==> src/common/tmr_pkg.sv <==
// constants and state types for the shared-prescaler timer/counter
// How it works
// RULE1: overflow flag sets when the count wraps from FFh to 00h.
// RULE2: clock source clear selects timer mode, one count per cycle without prescaler.
// RULE3: any write to the count blocks counting for the next two cycles.
// RULE4: clock source set selects counter mode, counting edges on the external pin.
// RULE5: edge select clear counts rising edges, set counts falling edges.
// RULE6: external pin is synchronised first; the far source must allow this.
// RULE7: one 8-bit prescaler, owned by either timer or watchdog, never both.
// RULE8: software can neither read nor load the prescaler count.
// RULE9: assign clear feeds the timer with ratios 1:2 up to 1:256.
// RULE10: assign set serves the watchdog with ratios 1:1 up to 1:128.
// RULE11: timer-owned prescaler is zeroed by every count write, assignment kept.
// RULE12: watchdog-owned prescaler is zeroed with the watchdog by the clear instruction.
// RULE13: assignment may change at any time without a reset.
// RULE14: software uses a safe sequence when moving prescaler from timer to watchdog.
// RULE15: overflow flag is bit 2, its request masked while bit 5 is clear; the overflow status bit still raises irq through the event mask.
// RULE16: software clears the overflow flag before enabling the interrupt again.
// RULE17: the timer halts during sleep, so its overflow never wakes the core.
// RULE18: timer-owned prescaler advances the count once per completed ratio.
package tmr_pkg;
    // ==================================================
    // register indices, byte address is four times the index
    localparam logic [7:0] IDX_COUNT = 8'h01;
    localparam logic [7:0] IDX_IRQ_CTRL = 8'h0B;
    localparam logic [7:0] IDX_OPTION = 8'h81;
    localparam logic [7:0] IDX_EVT_STATUS = 8'hC0;
    localparam logic [7:0] IDX_EVT_MASK = 8'hC1;
    // ==================================================
    // field positions and reset values
    localparam int OPT_CS_BIT = 5;
    localparam int OPT_SE_BIT = 4;
    localparam int OPT_PSA_BIT = 3;
    localparam int IRQC_FLAG_BIT = 2;
    localparam int IRQC_EN_BIT = 5;
    localparam int EVT_OVF_BIT = 0;
    localparam int EVT_EDGE_BIT = 1;
    localparam logic [7:0] OPT_RESET = 8'hFF;
    localparam logic [7:0] IRQC_RESET = 8'h00;
    localparam logic [7:0] COUNT_RESET = 8'h00;
    localparam logic [7:0] COUNT_MAX = 8'hFF;
    localparam logic [1:0] EVT_RESET = 2'h0;
    // ==================================================
    // timing counts in instruction cycles
    localparam logic [1:0] INHIBIT_CYCLES = 2'h2;
    // ==================================================
    // state of the block
    typedef struct packed {
        logic [7:0] count;
        logic [7:0] option;
        logic [7:0] irqc;
        logic [1:0] evt_status;
        logic [1:0] evt_mask;
        logic [7:0] pscale;
        logic [1:0] inhibit;
        logic [1:0] pin_sync;
        logic pin_prev;
        logic waitreq;
        logic [7:0] rdata;
        logic irq;
        logic wdt_tick;
        logic wdt_clr;
    } tmr_state_t;
endpackage

==> src/design/tmr_shared_prescaler.sv <==
// timer/counter with a prescaler shared with the watchdog, Avalon-MM register slave
//
// The Avalon-MM slave port was left to the implementer.
module tmr_shared_prescaler
    import tmr_pkg::*;
(
    input wire logic clk_sys,
    input wire logic rst,
    input wire logic [9:0] avs_address,
    input wire logic avs_read,
    input wire logic avs_write,
    input wire logic [31:0] avs_writedata,
    input wire logic [3:0] avs_byteenable,
    output logic [31:0] avs_readdata,
    output logic avs_waitrequest,
    input wire logic ext_count_pin,
    input wire logic sleep_active,
    input wire logic wdt_tick_in,
    input wire logic watchdog_clear_instr,
    output logic wdt_scaled_tick,
    output logic watchdog_clear,
    output logic irq
);

    // ==================================================
    // helpers
    // prescaler fires when the masked low bits are all ones
    function automatic logic [7:0] scale_mask(input logic to_wdt, input logic [2:0] ratio);
        logic [8:0] m;
        m = 9'h000;
        if (to_wdt)
            m = (9'h001 << ratio) - 9'h001;
        else
            m = (9'h002 << ratio) - 9'h001;
        return m[7:0];
    endfunction

    function automatic logic [7:0] reg_index(input logic [9:0] addr);
        return addr[9:2];
    endfunction

    // ==================================================
    // state
    tmr_state_t st_r;
    tmr_state_t st_nxt;

    logic acc;
    logic wr_en;
    logic rd_acc;
    logic wr_count;
    logic clk_src;
    logic scaler_assign;
    logic [2:0] scale_ratio_select;
    logic ext_edge;
    logic timer_tick;
    logic pre_in;
    logic pre_fire;
    logic advance;
    logic overflow;
    logic [7:0] idx;
    logic [7:0] rd_val;

    always_comb
    begin
        st_nxt = st_r;
        idx = reg_index(avs_address);
        // a request is served in the single cycle waitrequest sits low
        acc = (avs_read || avs_write) && !st_r.waitreq;
        wr_en = acc && avs_write && avs_byteenable[0];
        rd_acc = acc && avs_read;
        wr_count = wr_en && (idx == IDX_COUNT);
        clk_src = st_r.option[OPT_CS_BIT];
        scaler_assign = st_r.option[OPT_PSA_BIT];
        scale_ratio_select = st_r.option[2:0];

        // only the second sync stage and its delayed copy feed the edge logic
        st_nxt.pin_sync = {st_r.pin_sync[0], ext_count_pin}; // RULE6
        st_nxt.pin_prev = st_r.pin_sync[1];
        if (st_r.option[OPT_SE_BIT])
            ext_edge = st_r.pin_prev && !st_r.pin_sync[1]; // RULE5
        else
            ext_edge = !st_r.pin_prev && st_r.pin_sync[1]; // RULE5

        // source tick, stopped by sleep and by the post-write inhibit
        timer_tick = (clk_src ? ext_edge : 1'b1) && !sleep_active // RULE2 RULE4 RULE17
            && (st_r.inhibit == 2'h0); // RULE3

        // one prescaler, its input chosen by the assignment bit alone
        pre_in = scaler_assign ? wdt_tick_in : timer_tick; // RULE7 RULE13
        pre_fire = pre_in && ((st_r.pscale & scale_mask(scaler_assign, scale_ratio_select))
            == scale_mask(scaler_assign, scale_ratio_select)); // RULE9 RULE10
        if (pre_in)
            st_nxt.pscale = st_r.pscale + 8'h01;
        if (wr_count && !scaler_assign)
            st_nxt.pscale = 8'h00; // RULE11
        if (watchdog_clear_instr && scaler_assign)
            st_nxt.pscale = 8'h00; // RULE12
        st_nxt.wdt_tick = scaler_assign ? pre_fire : wdt_tick_in; // RULE10
        st_nxt.wdt_clr = watchdog_clear_instr;

        advance = scaler_assign ? timer_tick : pre_fire; // RULE18
        overflow = advance && (st_r.count == COUNT_MAX) && !wr_count; // RULE1
        if (st_r.inhibit != 2'h0)
            st_nxt.inhibit = st_r.inhibit - 2'h1;
        if (advance)
            st_nxt.count = st_r.count + 8'h01;

        // ==================================================
        // register writes; hardware set wins over a software clear
        if (wr_count)
        begin
            st_nxt.count = avs_writedata[7:0];
            st_nxt.inhibit = INHIBIT_CYCLES; // RULE3
        end
        else if (wr_en && idx == IDX_OPTION)
            st_nxt.option = avs_writedata[7:0]; // RULE13
        else if (wr_en && idx == IDX_IRQ_CTRL)
            st_nxt.irqc = avs_writedata[7:0];
        else if (wr_en && idx == IDX_EVT_MASK)
            st_nxt.evt_mask = avs_writedata[1:0];
        if (rd_acc && idx == IDX_EVT_STATUS)
            st_nxt.evt_status = EVT_RESET;
        if (overflow)
        begin
            st_nxt.irqc[IRQC_FLAG_BIT] = 1'b1; // RULE1 RULE15
            st_nxt.evt_status[EVT_OVF_BIT] = 1'b1;
        end
        if (clk_src && ext_edge)
            st_nxt.evt_status[EVT_EDGE_BIT] = 1'b1;

        // ==================================================
        // read mux; the prescaler has no index and never reads back
        if (idx == IDX_COUNT) // RULE8
            rd_val = st_r.count;
        else if (idx == IDX_OPTION)
            rd_val = st_r.option;
        else if (idx == IDX_IRQ_CTRL)
            rd_val = st_r.irqc;
        else if (idx == IDX_EVT_STATUS)
            rd_val = {6'h00, st_r.evt_status};
        else if (idx == IDX_EVT_MASK)
            rd_val = {6'h00, st_r.evt_mask};
        else
            rd_val = 8'h00;
        st_nxt.waitreq = !((avs_read || avs_write) && st_r.waitreq);
        if (avs_read && st_r.waitreq)
            st_nxt.rdata = rd_val;

        st_nxt.irq = (st_r.irqc[IRQC_FLAG_BIT] && st_r.irqc[IRQC_EN_BIT]) // RULE15
            || ((st_r.evt_status & st_r.evt_mask) != 2'h0);
    end

    always_ff @(posedge clk_sys or posedge rst)
    begin
        if (rst)
        begin
            st_r.count <= COUNT_RESET;
            st_r.option <= OPT_RESET;
            st_r.irqc <= IRQC_RESET;
            st_r.evt_status <= EVT_RESET;
            st_r.evt_mask <= EVT_RESET;
            st_r.pscale <= 8'h00;
            st_r.inhibit <= 2'h0;
            st_r.pin_sync <= 2'h0;
            st_r.pin_prev <= 1'b0;
            st_r.waitreq <= 1'b1;
            st_r.rdata <= 8'h00;
            st_r.irq <= 1'b0;
            st_r.wdt_tick <= 1'b0;
            st_r.wdt_clr <= 1'b0;
        end
        else
            st_r <= st_nxt;
    end

    assign avs_readdata = {24'h000000, st_r.rdata};
    assign avs_waitrequest = st_r.waitreq;
    assign wdt_scaled_tick = st_r.wdt_tick;
    assign watchdog_clear = st_r.wdt_clr;
    assign irq = st_r.irq;
endmodule

==> config.mk <==
export PLATFORM = sky130hd
export DESIGN_NAME = tmr_shared_prescaler
export DESIGN_NICKNAME = d
export VERILOG_FILES = /design/src/common/tmr_pkg.sv /design/src/design/tmr_shared_prescaler.sv
export SDC_FILE = /design/constraint.sdc
export NUM_CORES = 1
export LEC_CHECK = 0
export ABC_AREA = 1
export BUFFER_PORTS_ARGS = -buffer_cell sky130_fd_sc_hd__clkbuf_2
export CORE_MARGIN = 4
export CORE_UTILIZATION = 56
export CTS_CLUSTER_SIZE = 24
export DETAILED_ROUTE_END_ITERATION = 10
export PLACE_DENSITY = 0.94
export SYNTH_ARGS = -nofsm -noshare
export SYNTH_HDL_FRONTEND = slang
export SYNTH_SLANG_ARGS = --single-unit
==> constraint.sdc <==
create_clock -name clk_sys -period 3.49 [get_ports clk_sys]
set_clock_uncertainty 0.1 [all_clocks]
set_input_delay 0.1745 -clock clk_sys [delete_from_list [all_inputs] [get_ports clk_sys]]
set_output_delay 0.1745 -clock clk_sys [all_outputs]
set_load 0.01 [all_outputs]
[Yosys cells after proc, flatten, opt, wreduce, memory -nomap -nowiden]
Index checks and enable logic that the tools add are counted.
Storage, ports and cells
  flip-flop bits (word level): 53
  bits in latches: 0
  bits in writable memories: 0
  memory bits (read-only): 0
  logic and storage cells: 106
  memories kept: 0
Cells by class
  add/subtract/negate cells: 5
  multipliers: 0
  div/mod/pow operators: 0
  magnitude comparators: 0
  equality and inequality tests: 9
  shift operators: 2
  multiplexer cells: 25
  bitwise operators: 5
  reductions and logical operators: 44
Operators by type and width (number)
  $mux 8: 9
  $eq 8x8->1 const B: 4
  $logic_and 1x1->1: 22
  $add 8x1->8 const B: 2
  $sub 8x1->8 const B: 2
  $reduce_bool 2->1: 7
  $mux 2: 5
  $mux 3: 3
  $and 8x8->8: 1
  $eq 8x1->1 const B: 1
  $eq 8x4->1 const B: 1
  $eq 8x8->1: 1
  $mux 1: 8
  $shl 1x3->8 const A: 1
  $shl 2x3->8 const A: 1
  $logic_not 1->1: 7
  $reduce_and 3->1: 2
  $reduce_and 4->1: 1
  $not 1->1: 3
  $reduce_bool 3->1: 1
  $and 2x2->2: 1
  $logic_not 2->1: 1
  $logic_or 1x1->1: 2
  $ne 2x1->1 const B: 1
  3 further kinds: 3

[Depth between registers and ports, before layout]
  depth in word-level cells: 13
  gate-level depth with buffers: 18

[Worst setup path after synthesis]
No wires, ideal clock.
  path kind: register -> register
  from: reg st_r (netlist bit scaler_assign)
  to: reg st_r[45] (netlist name)
  setup time: 0.066 ns
  arrival: 2.124 ns
  setup slack: 1.200 ns
  cell stages (with the launch flop): 17
  path buffers: 0
  clock period less this slack: 2.290 ns
  cell sequence: dfstp_2 > inv_1 > ha_1 > nand3_2 > ha_1 > nor2_1 > a21oi_1 > nand2_1 > inv_1 > nand3_1 > nor2_1 > nand2_1 > nand2_2 > nand2_4 > nand2_4 > nand2_1 > nand2_1
Between the ends
  word-level cells in the longest chain between the ends: 6
  elaborated cells on any way between the ends: 7
  those cells by class: eq/ne (1); mux (3); bitwise (1); reduce/logical (2)
RTL lines
  start, declared: line tmr_shared_prescaler.sv:44  | tmr_state_t st_r;
  start signal, assigned: line tmr_shared_prescaler.sv:173  | st_r <= st_nxt;
  $mux 8: line tmr_shared_prescaler.sv:31  | if (to_wdt)
  $and 8x8->8: line tmr_shared_prescaler.sv:90  | pre_fire = pre_in && ((st_r.pscale & scale_mask(scaler_assign, scale_ratio_select))
  $eq 8x8->1: line tmr_shared_prescaler.sv:91  | == scale_mask(scaler_assign, scale_ratio_select));
  $logic_and 1x1->1: line tmr_shared_prescaler.sv:90
  $mux 1 (*): line tmr_shared_prescaler.sv:101  | advance = scaler_assign ? timer_tick : pre_fire;
  $reduce_bool 2->1 (no line) (*)
Every way passes the cells marked *; elsewhere a longest branch is shown, timed or not.
A chain may end at the register's enable or synchronous reset.

[Worst setup path after layout]
  from: reg st_r (netlist bit scaler_assign)
  to: reg st_r[47] (netlist name)
Same word-level chain as after synthesis.

==> run summary <==
The flow ran to the end, but the final reports show violations. The final reports fail on hold timing. The tools report the number of global-route vias before repair as 2711.

For the top-level I/O count, the log shows 90. The run gives 0 as the number of nets with antenna violations after routing. Static timing analysis puts the maximum clock frequency at 361 MHz. The global-route wire length before repair was 12100 µm; the global routing usage summed across all routing layers was 21.3%.

The later pin in the worst-skew pair is clocked with a latency of 0.33 ns. Final number of max-transition violations: 0. Following the worst setup path forward leads to its endpoint at st_r[47].

Across all setup checks in the final design, the least slack found is 0.720 ns. The number of warnings issued by yosys is 0. Number of cells on the worst reg-to-reg path: 16.

The worst-case IR drop observed on VDD is 0.000190 V. In the final routed layout, each cell accounts on average for 14.0 µm. The overall power is 1.54 mW, and the site row count is 27. The worst path needs 2.77 ns of the cycle, external delays included. Tracing the worst setup path back leads to its startpoint at scaler_assign. The area share of the largest cell type after synthesis was 34.8%. Setup violations remaining at the end of the flow were counted as 0. The die extent in x came out at 83.2 µm.

TritonCTS built the clock tree. The first detailed-routing pass took 5 iterations. The root buffer cell is sky130_fd_sc_hd__clkbuf_8.

The worst slack on hold paths is -0.0191 ns, and the total of max-cap violations is 0. The arrival time reported for the critical path endpoint is 2.93 ns. The final antenna diode count is 0, and the detail-routed via count per cell is 5.46. The capturing point of the worst reg2reg path is st_r[47]. The tools report the sequential area share after synthesis as 42.2%. Entering global routing, the biggest net connects 54 pins. The die footprint is 6920 µm², and the DRC violation count after routing is 0.

The largest single stage delay on the critical path is 0.59 ns. Summed over all nets, the half-perimeter wirelength after detailed placement is 5340 µm. For the core region area, the log shows 5510 µm². The netlist uses 35 different library cells. After synthesis the netlist holds a flip-flop and latch count of 53. Among the stages of the critical path, the cell type that occurs most often is sky130_fd_sc_hd__nand2_1. Number of nets in the layout: 519. The critical path goes through inv_1 > ha_1 > nand3_2 > ha_1 > inv_1 > nor2_1 > nand3_1 > nand3_1 > nand2_1 > nor2_1 > nand2_1 > nand2_2 > nand2_4 > nand2_4 > nand2_1 > nand2_1.

The type of the tightest min-delay check is input pin to asynchronous set/reset pin. The cell type with the largest total area after synthesis was sky130_fd_sc_hd__dfrtp_1. The average instance area after synthesis was 7.45 µm²; the chip height was 83.2 µm.

Detailed routing inserted a total of 2906 vias. Total count of hold-check failures in the final report: 19. The clock passes through at most 2 buffers. The run gives 53 as the number of clock sinks. The run gives 0.804 ns as the placement-stage worst setup slack. The initial utilization of the core area, before any placement, comes to 57.5%. The congestion estimate from routability-driven global placement came to 0.898. The critical path data required time is 3.65 ns, and the clock transition at the register clock pins on the worst setup and hold paths after CTS is 0.11 ns.

The type of element capturing the critical path is a flop. Total grt overflow: 0. The cell area power density was 451 nW/µm²; the growth of design area from synthesis to finish was 7.78%. TritonCTS created 5 clock buffers. The routed design has 7450 µm of wire.

The nature of the critical path startpoint is a flop. By area the synthesized netlist is led by sky130_fd_sc_hd__dfrtp_1 35%, sky130_fd_sc_hd__nand2_1 13%, sky130_fd_sc_hd__buf_4 7.6%. After the first detailed-routing iteration, the DRC count stood at 395.

In this run the number of H-tree levels came out at 2. The run gives 0 as the initial antenna violation count. Setup repair after global routing left no endpoint under its margin.

In this run the register-to-register setup slack is 0.72 ns. Adding up every negative setup slack in the final design gives 0 ns. Post-CTS timing repair inserted 0 buffers for setup. On the critical path, the stage with the largest delay is an instance of sky130_fd_sc_hd__dfstp_2.

The number of buffers inserted by port buffering came out at 36. The critical path is of the flop to flop type. Area of the mapped netlist: 3170 µm². The number of cells produced by synthesis was 425; the headroom to the max-slew limit was 28.8%.

Of all nets on the critical path, the largest fanout is 9. The final clock period utilization by the worst path is 79.4%, and the slew at the pin with the worst max-slew slack is 1.07 ns. The leakage power came out at 1.74 nW.

In the final layout, the share of cells above drive strength 1 is 15.0%. The startpoint of the worst-slack reg-to-reg timing path was scaler_assign.
[state kept, by name, summed over array words and instances (netlist names)]
register	cells
avs_readdata	8
avs_waitrequest	1
clk_src	1
irq	1
scale_ratio_select	3
scaler_assign	1
st_nxt	2
st_r	34
watchdog_clear	1
wdt_scaled_tick	1
[per-layer routing]
layer / vias to the layer above / track usage [%] / wire (µm)
met1: 1335 / 25.0 / 2920
met3: 33 / 4.66 / 602
met2: 156 / 36.7 / 3650
met5: - / 0 / 0
met4: 0 / 10.5 / 270
li1: 1382 / - / -
[how the worst min path moves through the flow]
stage,from,end,cells after the start
floorplan,ext_count_pin,st_nxt[14],0
global placement,ext_count_pin,st_nxt[14],1
detailed placement,ext_count_pin,st_nxt[14],1
CTS,avs_writedata[7],st_r[44],3
global route,avs_writedata[7],st_r[44],3
finish,rst,st_r[24],2
[area by class of cell]
| cell class | count | area (µm²) |
|---|---|---|
| Timing Repair Buffer | 42 | 240 |
| Clock inverter | 3 | 25.0 |
| Inverter | 61 | 229 |
| Fill cell | 460 | 2090 |
| Clock buffer | 5 | 68.8 |
| Tap cell | 72 | 90.1 |
| Multi-Input combinational cell | 296 | 1420 |
| Sequential cell | 53 | 1340 |
[cells in the mapped netlist, drive strengths merged]
cell type / count
nor2: 26
nand2: 111
nand4: 5
dfstp: 9
o21bai: 1
a21oi: 18
xor2: 2
a31oi: 1
o21a: 1
o22ai: 3
a21boi: 1
nor4: 2
nand3b: 1
o21ai: 42
nor3: 11
nand3: 37
dfrtp: 44
a221oi: 1
a211oi: 1
clkbuf: 5
conb: 1
inv: 61
buf: 33
a32o: 1
o211ai: 1
ha: 6
[metrics by stage]
stage / area (µm²) / hold WS (ns) / util [%] / instances
4_1_cts: 3410 / 0.00304 / 62.0 / 532
3_5_place_dp: 3260 / 0.195 / 59.2 / 518
6_report: 3410 / -0.0191 / 62.0 / 532
5_1_grt: 3410 / 0.0208 / 62.0 / 532
3_3_place_gp: 3260 / 0.183 / 59.2 / 518
2_1_floorplan: 3250 / 0.106 / - / 448
[critical path: cells and delay by family (launching register included)]
family / cells / cell delay, ns
flops: 1 / 0.59
buf+inv: 2 / 0.21
fa+ha+maj: 2 / 0.55
simple gates: 12 / 1.26
[timing repair]
item / CTS / global route
hold endpoints to repair: 5 / 0
hold buffers: 6 / 0
resized for setup: 0 / 0
[kinds of logic (layout without fill, tap and decap cells)]
family	after synthesis	in the layout	share of synthesized area (%)
AO/OA/AOI/OAI	71	71	12.1
flip-flops	53	53	42.2
adder cells (fa/ha/maj)	6	6	2.37
AND/OR/NAND/NOR	193	193	27.1
other	1	24	0.118
buffers and inverters	99	111	15.6
XOR/XNOR	2	2	0.553
[where the power goes]
part	total, mW	switching, mW	internal (mW)
logic	0.397	0.254	0.144
clock network	0.370	0.225	0.145
registers	0.771	0.0716	0.699
total	1.54	0.550	0.988
[cell usage in the layout, fill, tap and decap left out, types with 2 or more instances in the layout]
cell type / n
sky130_fd_sc_hd__xor2_1: 2
sky130_fd_sc_hd__inv_2: 6
sky130_fd_sc_hd__conb_1: 24
sky130_fd_sc_hd__a21oi_1: 18
sky130_fd_sc_hd__dfrtp_1: 44
sky130_fd_sc_hd__dlygate4sd3_1: 6
sky130_fd_sc_hd__clkbuf_8: 5
sky130_fd_sc_hd__nand2_1: 108
sky130_fd_sc_hd__nor3_1: 10
sky130_fd_sc_hd__o21ai_1: 8
sky130_fd_sc_hd__nand3_2: 2
sky130_fd_sc_hd__nor2_2: 2
sky130_fd_sc_hd__nand2_4: 2
sky130_fd_sc_hd__ha_1: 6
sky130_fd_sc_hd__nor2_1: 22
sky130_fd_sc_hd__o22ai_1: 3
sky130_fd_sc_hd__nand3_1: 35
sky130_fd_sc_hd__nand4_1: 5
sky130_fd_sc_hd__o21ai_0: 34
sky130_fd_sc_hd__inv_1: 55
sky130_fd_sc_hd__nor2_4: 2
sky130_fd_sc_hd__nor4_1: 2
sky130_fd_sc_hd__clkbuf_2: 36
sky130_fd_sc_hd__dfstp_2: 9
Power figures use the tool's default switching activity.
